**config.mk**
```make
export PLATFORM = sky130hd
export DESIGN_NAME = ssr_top
export DESIGN_NICKNAME = d
export VERILOG_FILES = /design/src/ssr_pkg.sv /design/src/ssr_sync3.sv /design/src/ssr_top.sv
export SDC_FILE = /design/constraint.sdc
export NUM_CORES = 1
export LEC_CHECK = 0
export BUFFER_PORTS_ARGS = -buffer_cell sky130_fd_sc_hd__clkbuf_2
export CAP_MARGIN = 20
export CORE_UTILIZATION = 25
export DETAILED_ROUTE_END_ITERATION = 8
export GPL_TIMING_DRIVEN = 0
export MAX_ROUTING_LAYER = met4
export PLACE_DENSITY = 0.42
export SKIP_LAST_GASP = 1
export SYNTH_ARGS = -nofsm -noshare
export SYNTH_HDL_FRONTEND = slang
export SYNTH_SLANG_ARGS = --single-unit
```
**constraint.sdc**
```tcl
create_clock -name SYS_CLK -period 1.6 [get_ports SYS_CLK]
set_input_delay 0.32 -clock SYS_CLK [delete_from_list [all_inputs] [get_ports SYS_CLK]]
set_output_delay 0.32 -clock SYS_CLK [all_outputs]
set_load 0.05 [all_outputs]
```
**src/ssr_pkg.sv**
```systemverilog
// Contract
// - sector register holds starting sector; chs values run one to sectors per track
// - lba mode: sector register is address bits 0-7, rewritten at command end
// - 48-bit: latest write is bits 0-7, earlier write is bits 24-31
// - status is updated on every detected error and every command completion
// - status read with interrupt pending acknowledges and clears that interrupt
// - while busy other status bits are invalid; any register read returns status
// - ready low during power-up; after command error low until status read
// - fault and corrected-data flags always zero; service flag unsupported
// - seek-complete clears before seek, sets when settled, frozen after error
// - seek-complete set when entering or resting in standby or sleep
// - index flag pulses once per revolution; not meant for host timing
// - error flag set when previous command failed, cleared when next arrives
// - three resets: power-on diagnoses, link also soft resets, soft on bit clear
// - link and soft abort after cache flush; power-on alone inits and stops timer (host abort goes out with the flush request)
// - any reset loads defaults: sector 01h, status 50h, diagnostic code in error
// - power-on reverts parameters; link and soft revert only when enabled by CCh
// - link or soft reset moves sleep to standby; other modes stay
// - power-on spins up to idle unless power-up-in-standby keeps standby
// - every reset and execute-diagnostic runs self-test and posts the code
// - codes: 01h ok, 02h formatter, 03h buffer, 04h ecc, 05h processor
// - alternate status equals status but its read never acknowledges interrupts
package ssr_pkg;
    // ****************************************
    // register selects
    // ****************************************
    localparam logic [2:0] RA_ERROR = 3'h1;
    localparam logic [2:0] RA_SECT = 3'h3;
    localparam logic [2:0] RA_ALT = 3'h6;
    localparam logic [2:0] RA_DEVCTL = 3'h6;
    localparam logic [2:0] RA_STAT = 3'h7;
    // ****************************************
    // field positions
    // ****************************************
    localparam int DC_HOB = 7;
    localparam int DC_SOFT_RESET_BIT = 2;
    localparam int DC_NIEN = 1;
    // ****************************************
    // reset values and codes
    // ****************************************
    localparam logic [7:0] SECT_RST = 8'h01;
    localparam logic [7:0] STAT_RST = 8'h50;
    localparam logic [7:0] DIAG_OK = 8'h01;
    localparam logic [7:0] DIAG_FMT = 8'h02;
    localparam logic [7:0] DIAG_BUF = 8'h03;
    localparam logic [7:0] DIAG_ECC = 8'h04;
    localparam logic [7:0] DIAG_CPU = 8'h05;
    // ****************************************
    // timing
    // ****************************************
    localparam int CLK_PERIOD_PS = 5000;
    localparam int SOFT_RESET_BIT_MIN_PS = 5000000;
    localparam int SOFT_RESET_BIT_MIN_CYC = (SOFT_RESET_BIT_MIN_PS + CLK_PERIOD_PS - 1) / CLK_PERIOD_PS;
    localparam logic [10:0] SOFT_RESET_BIT_MIN_CNT = 11'(SOFT_RESET_BIT_MIN_CYC);
    // ****************************************
    // types
    // ****************************************
    typedef enum logic [1:0] {PM_ACTIVE, PM_IDLE, PM_STANDBY, PM_SLEEP} ssr_pwr_e;
    typedef enum logic [2:0] {RS_POR, RS_FLUSH, RS_DIAG, RS_RUN} ssr_rst_e;
endpackage

```
**src/ssr_sync3.sv**
```systemverilog
`timescale 1ns/1ps
`default_nettype none
module ssr_sync3 (
    input wire logic clk,
    input wire logic rst_n,
    input wire logic din,
    output logic dout
);
    typedef struct packed {
        logic s1;
        logic s2;
        logic s3;
        logic q;
    } ssr_sync_s;
    ssr_sync_s r_reg;
    ssr_sync_s r_next;
    // ****************************************
    // three stages; output moves once stages two and three agree
    // ****************************************
    always_comb begin
        r_next = r_reg;
        r_next.s1 = din;
        r_next.s2 = r_reg.s1;
        r_next.s3 = r_reg.s2;
        if (r_reg.s2 == r_reg.s3) begin
            r_next.q = r_reg.s3;
        end
    end
    // state register
    always_ff @(posedge clk or negedge rst_n) begin
        if (!rst_n) begin
            r_reg <= '0;
        end else begin
            r_reg <= r_next;
        end
    end
    assign dout = r_reg.q;
endmodule
`default_nettype wire

```
**src/ssr_top.sv**
```systemverilog
`timescale 1ns/1ps
`default_nettype none
module ssr_top (
    input wire logic SYS_CLK,
    input wire logic RST_N,
    input wire logic REG_RD,
    input wire logic REG_WR,
    input wire logic [2:0] REG_ADDR,
    input wire logic [7:0] REG_WDATA,
    output logic [7:0] REG_RDATA,
    output logic INTRQ,
    input wire logic CMD_START,
    input wire logic CMD_DONE,
    input wire logic CMD_FAIL,
    input wire logic [7:0] CMD_ERR_CODE,
    input wire logic CMD_ERR,
    input wire logic CMD_LBA,
    input wire logic CMD_EXT48,
    input wire logic [7:0] ADDR_LO,
    input wire logic [7:0] ADDR_HI,
    input wire logic SEEK_START,
    input wire logic SEEK_SETTLED,
    input wire logic DRQ_IN,
    input wire logic INDEX_PIN,
    input wire logic LINK_RESET,
    input wire logic DIAG_CMD,
    input wire logic DIAG_DONE,
    input wire logic [2:0] DIAG_RESULT,
    input wire logic FLUSH_DONE,
    input wire logic REVERT_EN,
    input wire logic PUIS_STRAP,
    input wire logic PWR_REQ,
    input wire logic [1:0] PWR_REQ_MODE,
    output logic FLUSH_REQ,
    output logic HOST_ABORT,
    output logic DEV_ABORT,
    output logic HW_INIT,
    output logic DIAG_RUN,
    output logic TIMER_DISABLE,
    output logic PARAM_REVERT,
    output logic SPIN_UP,
    output logic LOAD_DEFAULTS,
    output logic [1:0] PWR_MODE
);
    typedef struct packed {
        ssr_pkg::ssr_rst_e rs;
        ssr_pkg::ssr_pwr_e pm;
        logic [7:0] sect_cur;
        logic [7:0] sect_prev;
        logic [7:0] err_reg;
        logic hob;
        logic soft_reset_bit;
        logic nien;
        logic [10:0] soft_reset_bit_cnt;
        logic link_prev;
        logic busy_cmd;
        logic ready;
        logic ready_hold;
        logic err;
        logic dsc_live;
        logic dsc_shown;
        logic dsc_hold;
        logic data_request_flag;
        logic idx;
        logic int_pend;
        logic intrq;
        logic [7:0] rdata;
        logic flush_req;
        logic host_abort;
        logic dev_abort;
        logic hw_init;
        logic diag_run;
        logic tmr_dis;
        logic revert;
        logic spin_up;
        logic load_dflt;
    } ssr_state_s;

    ssr_state_s r_reg;
    ssr_state_s r_next;
    logic index_sync;
    logic link_sync;

    // ****************************************
    // pin synchronisers
    // ****************************************
    ssr_sync3 u_idx_sync (
        .clk(SYS_CLK),
        .rst_n(RST_N),
        .din(INDEX_PIN),
        .dout(index_sync)
    );
    ssr_sync3 u_link_sync (
        .clk(SYS_CLK),
        .rst_n(RST_N),
        .din(LINK_RESET),
        .dout(link_sync)
    );

    // ****************************************
    // next-state logic
    // ****************************************
    always_comb begin
        logic busy;
        logic [7:0] stat;
        logic stat_rd;
        logic soft_go;
        logic link_go;
        busy = 1'b0;
        stat = 8'h00;
        stat_rd = 1'b0;
        soft_go = 1'b0;
        link_go = 1'b0;
        r_next = r_reg;
        // single-cycle strobes drop by default
        r_next.flush_req = 1'b0;
        r_next.host_abort = 1'b0;
        r_next.dev_abort = 1'b0;
        r_next.hw_init = 1'b0;
        r_next.diag_run = 1'b0;
        r_next.tmr_dis = 1'b0;
        r_next.revert = 1'b0;
        r_next.spin_up = 1'b0;
        r_next.load_dflt = 1'b0;
        // soft_reset_bit held high keeps the device busy as well
        busy = r_reg.busy_cmd | r_reg.soft_reset_bit | (r_reg.rs != ssr_pkg::RS_RUN);
        // fault and corrected-data bits are wired low
        stat = {busy, r_reg.ready, 1'b0, r_reg.dsc_shown,
                r_reg.data_request_flag, 1'b0, r_reg.idx, r_reg.err};
        // live inputs sampled every cycle
        r_next.data_request_flag = DRQ_IN;
        r_next.idx = index_sync;

        // host reads; busy forces status onto every select
        if (REG_RD) begin
            if (busy) begin
                r_next.rdata = stat;
            end else begin
                case (REG_ADDR)
                    ssr_pkg::RA_SECT: r_next.rdata = r_reg.hob ? r_reg.sect_prev
                                                                : r_reg.sect_cur;
                    ssr_pkg::RA_ERROR: r_next.rdata = r_reg.err_reg;
                    ssr_pkg::RA_STAT: r_next.rdata = stat;
                    ssr_pkg::RA_ALT: r_next.rdata = stat;
                    default: r_next.rdata = 8'h00;
                endcase
            end
            stat_rd = (REG_ADDR == ssr_pkg::RA_STAT);
        end
        // status read: acknowledge, then release the error holds
        if (stat_rd) begin
            r_next.int_pend = 1'b0;
            r_next.dsc_hold = 1'b0;
            if (r_reg.ready_hold) begin
                r_next.ready_hold = 1'b0;
                r_next.ready = 1'b1;
            end
        end

        // host writes; sector register is a two-deep byte stack
        if (REG_WR && REG_ADDR == ssr_pkg::RA_SECT && !busy) begin
            r_next.sect_prev = r_reg.sect_cur;
            r_next.sect_cur = REG_WDATA;
        end
        if (REG_WR && REG_ADDR == ssr_pkg::RA_DEVCTL) begin
            r_next.hob = REG_WDATA[ssr_pkg::DC_HOB];
            r_next.soft_reset_bit = REG_WDATA[ssr_pkg::DC_SOFT_RESET_BIT];
            r_next.nien = REG_WDATA[ssr_pkg::DC_NIEN];
        end

        // a short soft_reset_bit pulse is ignored; the counter saturates
        if (r_reg.soft_reset_bit) begin
            if (r_reg.soft_reset_bit_cnt != ssr_pkg::SOFT_RESET_BIT_MIN_CNT) begin
                r_next.soft_reset_bit_cnt = r_reg.soft_reset_bit_cnt + 11'h001;
            end
        end else begin
            r_next.soft_reset_bit_cnt = 11'h000;
        end
        soft_go = r_reg.soft_reset_bit && !r_next.soft_reset_bit &&
                  (r_reg.soft_reset_bit_cnt == ssr_pkg::SOFT_RESET_BIT_MIN_CNT);
        link_go = link_sync && !r_reg.link_prev;
        r_next.link_prev = link_sync;

        // command activity only while the sequencer is idle
        if (r_reg.rs == ssr_pkg::RS_RUN) begin
            if (SEEK_START) begin
                r_next.dsc_live = 1'b0;
            end
            if (SEEK_SETTLED) begin
                r_next.dsc_live = 1'b1;
            end
            if (CMD_START) begin
                r_next.err = 1'b0;
                r_next.busy_cmd = 1'b1;
                r_next.hob = 1'b0;
            end
            // error drops ready and freezes seek-complete until status is read
            if (CMD_ERR) begin
                r_next.ready = 1'b0;
                r_next.ready_hold = 1'b1;
                r_next.dsc_hold = 1'b1;
            end
            if (CMD_DONE) begin
                r_next.busy_cmd = 1'b0;
                r_next.err = CMD_FAIL;
                r_next.int_pend = 1'b1;
                if (CMD_FAIL) begin
                    r_next.err_reg = CMD_ERR_CODE;
                end
                // end-of-command address writeback
                r_next.sect_cur = ADDR_LO;
                if (CMD_LBA && CMD_EXT48) begin
                    r_next.sect_prev = ADDR_HI;
                end
            end
            if (PWR_REQ) begin
                r_next.pm = ssr_pkg::ssr_pwr_e'(PWR_REQ_MODE);
            end
            if (DIAG_CMD) begin
                r_next.diag_run = 1'b1;
                r_next.rs = ssr_pkg::RS_DIAG;
            end
        end

        // seek-complete forced while spun down; held still after an error
        if (!r_next.dsc_hold) begin
            r_next.dsc_shown = r_next.dsc_live |
                               (r_next.pm == ssr_pkg::PM_STANDBY) |
                               (r_next.pm == ssr_pkg::PM_SLEEP);
        end

        // ****************************************
        // reset sequencer
        // ****************************************
        case (r_reg.rs)
            ssr_pkg::RS_POR: begin
                // power-on step: init, revert, timer off, choose mode
                r_next.hw_init = 1'b1;
                r_next.tmr_dis = 1'b1;
                r_next.revert = 1'b1;
                r_next.diag_run = 1'b1;
                if (PUIS_STRAP) begin
                    r_next.pm = ssr_pkg::PM_STANDBY;
                end else begin
                    r_next.pm = ssr_pkg::PM_IDLE;
                    r_next.spin_up = 1'b1;
                end
                r_next.rs = ssr_pkg::RS_DIAG;
            end
            ssr_pkg::RS_FLUSH: begin
                // device side aborts only once cached writes are on media
                if (FLUSH_DONE) begin
                    r_next.dev_abort = 1'b1;
                    r_next.revert = REVERT_EN;
                    if (r_reg.pm == ssr_pkg::PM_SLEEP) begin
                        r_next.pm = ssr_pkg::PM_STANDBY;
                    end
                    r_next.diag_run = 1'b1;
                    r_next.rs = ssr_pkg::RS_DIAG;
                end
            end
            ssr_pkg::RS_DIAG: begin
                if (DIAG_DONE) begin
                    case (DIAG_RESULT)
                        3'h1: r_next.err_reg = ssr_pkg::DIAG_FMT;
                        3'h2: r_next.err_reg = ssr_pkg::DIAG_BUF;
                        3'h3: r_next.err_reg = ssr_pkg::DIAG_ECC;
                        3'h4: r_next.err_reg = ssr_pkg::DIAG_CPU;
                        default: r_next.err_reg = ssr_pkg::DIAG_OK;
                    endcase
                    // defaults give status 50h: ready and seek-complete
                    r_next.sect_cur = ssr_pkg::SECT_RST;
                    r_next.sect_prev = ssr_pkg::SECT_RST;
                    r_next.ready = ssr_pkg::STAT_RST[6];
                    r_next.ready_hold = 1'b0;
                    r_next.dsc_live = ssr_pkg::STAT_RST[4];
                    r_next.dsc_shown = ssr_pkg::STAT_RST[4];
                    r_next.dsc_hold = 1'b0;
                    r_next.err = ssr_pkg::STAT_RST[0];
                    r_next.busy_cmd = 1'b0;
                    r_next.int_pend = 1'b1;
                    r_next.load_dflt = 1'b1;
                    r_next.rs = ssr_pkg::RS_RUN;
                end
            end
            ssr_pkg::RS_RUN: begin
            end
            default: begin
                r_next.rs = ssr_pkg::RS_POR;
            end
        endcase

        // link or soft reset restarts the sequence from any step but power-on
        if ((soft_go || link_go) && r_reg.rs != ssr_pkg::RS_POR) begin
            r_next.host_abort = 1'b1;
            r_next.flush_req = 1'b1;
            r_next.diag_run = 1'b0;
            r_next.busy_cmd = 1'b0;
            r_next.rs = ssr_pkg::RS_FLUSH;
        end

        // interrupt line gated by the disable bit
        r_next.intrq = r_next.int_pend & ~r_next.nien;
    end

    // ****************************************
    // state register
    // ****************************************
    // ready stays low from power-up until diagnostics finish
    always_ff @(posedge SYS_CLK or negedge RST_N) begin
        if (!RST_N) begin
            r_reg <= '0;
            r_reg.rs <= ssr_pkg::RS_POR;
            r_reg.pm <= ssr_pkg::PM_ACTIVE;
            r_reg.sect_cur <= ssr_pkg::SECT_RST;
            r_reg.sect_prev <= ssr_pkg::SECT_RST;
            r_reg.err_reg <= ssr_pkg::DIAG_OK;
        end else begin
            r_reg <= r_next;
        end
    end

    // ****************************************
    // outputs, all from flops
    // ****************************************
    assign REG_RDATA = r_reg.rdata;
    assign INTRQ = r_reg.intrq;
    assign FLUSH_REQ = r_reg.flush_req;
    assign HOST_ABORT = r_reg.host_abort;
    assign DEV_ABORT = r_reg.dev_abort;
    assign HW_INIT = r_reg.hw_init;
    assign DIAG_RUN = r_reg.diag_run;
    assign TIMER_DISABLE = r_reg.tmr_dis;
    assign PARAM_REVERT = r_reg.revert;
    assign SPIN_UP = r_reg.spin_up;
    assign LOAD_DEFAULTS = r_reg.load_dflt;
    assign PWR_MODE = r_reg.pm;
endmodule
`default_nettype wire

```
==> results of run 1 <==
-- layout by cell type, fill, tap and decap left out, types with 3 or more instances in the layout --
cell       synthesis  final
o21ai_0           21     18
dfstp_2            3      3
clkbuf_2           0     77
inv_1             13     10
nor3_1             8      4
buf_4             12     30
a31oi_1           11     10
or3_1              3      3
clkbuf_1          10      8
xnor2_1            6      6
and2_1            10     10
inv_2              0      3
nand3_1           10      8
buf_6              2     10
dfrtp_2            0      4
nor2b_1            5      5
o221ai_2           0      4
a21oi_1           27     27
nor2_1            17     16
o22ai_1            3      3
nand2_2            0      3
nand2_1           45     42
mux2_2             3      3
clkbuf_16          0     10
dfrtp_1           75     71
nand4_1            5      5
a32oi_1            4      4
mux2i_1           21     21
-- worst paths after layout --
| kind | start | endpoint | slack [ns] |
|---|---|---|---|
| worst max-delay path | r_reg[27] | r_reg[64] | -0.07 |
| worst min-delay path | RST_N | REG_RDATA[2] | -0.006 |
| worst max register to register | r_reg[27] | r_reg[64] | -0.07 |
| worst min register to register | u_idx_sync.r_next[2] | u_idx_sync.r_next[1] | 0.35 |
| max in group asynchronous | RST_N | r_reg[43] | 0.97 |
| min in group SYS_CLK | LINK_RESET | u_link_sync.r_next[2] | 0.09 |
-- worst reg2reg max path, cell delays in order (launching register included) --
cell,delay (ns)
dfrtp_1,0.41
nor4b_4,0.36
and4_4,0.33
buf_8,0.14
mux2i_1,0.19
a21oi_1,0.10
-- power by group through the flow --
stage | Combinational, mW | Sequential, mW | Clock [mW]
CTS | 1.41 | 2.58 | 2.26
floorplan | 0.858 | 2.61 | 0
detailed placement | 1.33 | 2.61 | 0
finish | 1.47 | 2.60 | 2.20
global placement | 1.30 | 2.60 | 0
global route | 1.61 | 2.65 | 2.35
-- final cells by class --
type | instances | share of cell area
sequential | 78 | 0.382
timing repair buffer | 101 | 0.120
clock inverter | 7 | 0.0185
multi-input combinational | 243 | 0.336
inverter | 14 | 0.0112
buffer | 31 | 0.0436
tap | 184 | 0.0448
clock buffer | 9 | 0.0438
-- metrics by stage --
step | instances | TNS [ns]
after global placement | 629 | -58.70
after floorplan | 368 | 0
after CTS | 658 | -0.638
after detailed placement | 630 | -5.78
after global routing | 667 | -1.33
final | 667 | -0.356
-- kinds of logic (layout without fill, tap and decap cells) --
family / count (synthesis) / in the layout / share of synthesized area
compound gates: 81 / 81 / 0.130
xor+xnor: 8 / 8 / 0.0187
fa+ha+maj: 4 / 4 / 0.0120
buf+inv: 47 / 162 / 0.0682
flops: 78 / 78 / 0.522
mux: 24 / 24 / 0.0652
other cells: 1 / 1 / 0.00100
simple gates: 125 / 125 / 0.182
-- repair_timing --
item	CTS	global route
resized for setup	21	44
pin swaps	4	15
endpoints found under the setup margin	42	40
setup buffers	13	8
gates cloned	0	2
-- layer usage --
metal  vias to the layer above  wire length, um
li1                       1505                -
met1                      1505             4870
met2                        67             5180
met3                        10              315
met4                         0              133
met5                         -                0
==> impl_metrics.ini, run 1 <==
[floorplan]
die_h_um = 124
die_area_um2 = 15500
die_w_um = 124
io_pins = 81
floorplan.initialDensity = 0.257
coreArea_um2 = 14600
rows = 44

[clocking]
cts.clk_slew.worst_paths_ns = 0.06
cts_tree = done
clkLatencyLatePin_ns = 0.34
clk_path_buf_depth = 2
cts-hold-fix-buffers = 0
cts_sinks = 78
cts_buffers = 9
root_buffer = clkbuf_16
h-tree-depth = 3

[synthesis]
syn_area_per_cell_um2 = 10.2
ys_seq_area_frac = 0.522
synth_edf_count = 0
synth_common_cells = 75 x dfrtp_1, 45 x nand2_1, 27 x a21oi_1
synth_area_leaders = dfrtp_1 50%, mux2i_1 5.6%, nand2_1 4.5%
syn_inst = 368
async_reset_ff_frac = 1.00
synth_top_area_cell = dfrtp_1
mappedNetlistArea_um2 = 3740
yosysWarningCount = 0
synth_flop_cell = dfrtp_1
yosysMostFrequentCell = dfrtp_1
ys_ff_latch = 78
synth_cell_types = 55
synth.top_cell.area_share = 0.501
syn_nets = 431

[worst_setup_path]
crit_chain = nor4b_4 > and4_4 > buf_8 > mux2i_1 > a21oi_1
path_class = reg -> reg
path_depth = 5
cpMaxStageDelayCell = dfrtp_1
start_kind = flip-flop
cp_max_fo = 5
rr_worst_depth = 5
cp-end-kind = flip-flop
critPathArrivalTime_ns = 1.86
cpPeakStageDelay_ns = 0.41
required_ns = 1.79
crit_buf_inv = 1
critPathTopFamily = simple AND/OR/NAND/NOR gates

[placement]
hpwl_mm = 7.53
placed_area_um2 = 4390
post-place-ws_ns = -0.304
routabilityCongestion = 0.836
io_buffers = 77

[power]
power.internal_mw = 4.32
p_total_mw = 6.28
p_sw_mw = 1.96
ir_drop_mv = 0.612
seqPwrFrac = 0.414
combPwrFrac = 0.235
clockPowerShare = 0.351
power_density_nw_per_um2 = 1220
p_sw_frac = 0.312
power.leakage_nw = 2.31

[route]
drc = 0
num_vias = 3087
wirelength_mm = 10.5
first_pass_iters = 4
wl_per_cell_um = 15.7
drtAntennaViolNets = 0
first_iter_violations = 211
post_drt_via_cell_ratio = 4.63

[finish]
drive_above_1_share = 0.385
n_fill_cell = 1512
nets = 541
largest_reg_flops = 52
final_util = 0.352
final_area_um2 = 5140
multi_input_area_um2 = 1730
syn2layout_area_growth_pct = 37.3
antenna_cells = 0
seqCellArea_um2 = 1960

[sta]
hold_viol = 6
finalMaxSlewViolations = 0
setup_viol_count_final = 11
worst_slew_pin_slew_ns = 0.586
rsz0062_at_grt = true
clock.fmax_mhz = 599
fin_crit_ns = 1.67
relSlewSlack = 0.604
fin_ws_ns = -0.0694
hold_slack_ns = -0.00649
fin_crit_sh = 1.04
skew_ns = 0.0130

[global_route]
grt_pass1_wl_mm = 17.0
grt_util_met1 = 0.179
grt-ovfl-total = 0
grtUsageMet2 = 0.233
grt_start_max_net_pins = 43
grt_use_met3 = 0.0322
antenna_found_initial = 0
grt_usage = 0.145
busiest_layer = met2
grt_pass1_vias = 3209

[run]
cap_violations = 0

[outcome]
violations = negative hold slack, negative setup slack
outcome = complete, but fails checks

[min_path]
hold_path_class = in -> async
Power figures use the tool's default switching activity.
==> inputs of run 2 (changes only) <==
CORE_UTILIZATION = 49   (was 25)
PLACE_DENSITY = 0.74   (was 0.42)
==> run 2 against run 1 <==
Against the previous run: critical path type unchanged; via count grew 0.71%; die area shrank 48%; design area shrank 7.4%; hold slack gained 0.067 ns; sequential share of layout area grew 3.0 points; combinational power shrank 7%; register-to-register slack gained 0.04 ns; non-clock buffer count shrank 7; clock power shrank 38%; the flow finishes with violations (negative setup slack); global-route usage grew 10 points; highest routed layer unchanged; worst setup slack gained 0.038 ns.
==> impl_metrics.ini, run 2 (synthesis gave the netlist of run 1 again) <==
[sta]
skew_ns = 0.0128
setup_viol_count_final = 8
clock.fmax_mhz = 613
finalMaxSlewViolations = 0
fin_ws_ns = -0.0311
fin_crit_sh = 1.02
hold_viol = 0
fin_crit_ns = 1.63
rsz0062_at_grt = true
relSlewSlack = 0.672
worst_slew_pin_slew_ns = 0.485

[global_route]
grt_start_max_net_pins = 61
grt_pass1_wl_mm = 14.0
grt_usage = 0.245
antenna_found_initial = 0
grt-ovfl-total = 0
grt_pass1_vias = 2940

[placement]
post-place-ws_ns = -0.191
hpwl_mm = 6.06
io_buffers = 77
place_inst = 545
routabilityCongestion = 0.905
placed_area_um2 = 4280

[power]
p_total_mw = 5.33
seqPwrFrac = 0.485
power_density_nw_per_um2 = 1120
power.internal_mw = 3.48
combPwrFrac = 0.258
power.leakage_nw = 2.20
ir_drop_mv = 0.669
p_sw_frac = 0.348
p_sw_mw = 1.85
clockPowerShare = 0.258

[floorplan]
rows = 31
die_w_um = 89.4
die_h_um = 89.4
io_pins = 81
coreArea_um2 = 7330
floorplan.initialDensity = 0.511
die_area_um2 = 7990

[route]
drc = 0
first_pass_iters = 4
first_iter_violations = 153
wirelength_mm = 8.70
drtAntennaViolNets = 0
post_drt_via_cell_ratio = 5.41
wl_per_cell_um = 15.1
num_vias = 3109

[finish]
antenna_cells = 0
final_area_um2 = 4760
largest_reg_flops = 52
final_common_cell = clkbuf_2
seqCellArea_um2 = 1960
n_fill_cell = 612
final_cell_mix = 77 x clkbuf_2, 72 x dfrtp_1, 44 x nand2_1
drive_above_1_share = 0.347
syn2layout_area_growth_pct = 27.1
nets = 534
instances_no_fill = 575
multi_input_area_um2 = 1630

[worst_setup_path]
crit_buf_inv = 2
cpPeakStageDelay_ns = 0.45
cp_max_fo = 8
r2r_slack_ns = -0.03
path_class = reg -> reg
critPathTopFamily = simple AND/OR/NAND/NOR gates
required_ns = 1.83
start_kind = flip-flop
crit_chain = and3b_1 > buf_6 > and4_4 > buf_12 > mux2i_1 > a21oi_1
cp-end-kind = flip-flop
critPathArrivalTime_ns = 1.87
cpMaxStageDelayCell = dfrtp_2

[run]
cap_violations = 0

[clocking]
h-tree-depth = 3
cts_sinks = 78
clk_path_buf_depth = 2
cts.clk_slew.worst_paths_ns = 0.09
root_buffer = clkbuf_8
clkLatencyLatePin_ns = 0.36
cts_buffers = 9
cts_tree = done

[min_path]
hold_path_class = in -> reg

[outcome]
violations = negative setup slack
outcome = complete, but fails checks
run 2: layout make-up:
type,count,share of cell area
Buffer,30,0.0455
Timing Repair Buffer,95,0.124
Clock buffer,9,0.0260
Sequential cell,78,0.412
Tap cell,99,0.0260
Clock inverter,7,0.0121
Inverter,14,0.0110
Multi-Input combinational cell,243,0.343
run 2: power groups by stage:
stage | Combinational, mW | Clock (mW) | Sequential [mW]
after floorplan | 0.858 | 0 | 2.61
after global placement | 1.24 | 0 | 2.58
final | 1.37 | 1.37 | 2.59
after detailed placement | 1.28 | 0 | 2.60
after CTS | 1.33 | 1.41 | 2.58
after global routing | 1.50 | 1.49 | 2.63
run 2: per-stage QoR:
stage | hold WS (ns) | setup TNS, ns | utilization
2_1_floorplan | 0.0244 | 0 | -
3_3_place_gp | 0.334 | -39.21 | 0.580
3_5_place_dp | 0.248 | -2.96 | 0.584
4_1_cts | 0.0463 | -0.271 | 0.627
5_1_grt | 0.0452 | -1.41 | 0.649
6_report | 0.0608 | -0.142 | 0.649
run 2: worst paths after layout:
path | from | end | cells past startpoint
max | r_reg[69] | r_reg[61] | 6
min | LINK_RESET | u_link_sync.r_next[2] | 1
max reg2reg | r_reg[69] | r_reg[61] | 6
min reg2reg | u_link_sync.r_next[2] | u_link_sync.r_next[1] | 0
max in group asynchronous | RST_N | r_reg[43] | 3
min in group asynchronous | RST_N | r_reg[34] | 2
run 2: worst register-to-register path, delay by kind of cell (launching register included):
kind	cells	cell delay, ns
AND/OR/NAND/NOR	2	0.51
flip-flops	1	0.45
buffers and inverters	2	0.28
multiplexers	1	0.19
AO/OA/AOI/OAI	1	0.08
run 2: metal layers:
layer / vias to the layer above / track usage / share of wire
met5: - / - / 0
met4: 0 / 0.0851 / 0.021
met3: 18 / 0.0628 / 0.052
met2: 99 / 0.380 / 0.49
met1: 1498 / 0.314 / 0.44
li1: 1494 / - / -
run 2: timing repair:
item | 4_1_cts | 5_1_grt
setup buffers | 9 | 6
pin swaps | 6 | 13
endpoints found under the setup margin | 32 | 33
resized for setup | 13 | 32
endpoints found under the hold margin | 18 | 0
hold buffers | 1 | 0
cloned | 0 | 1
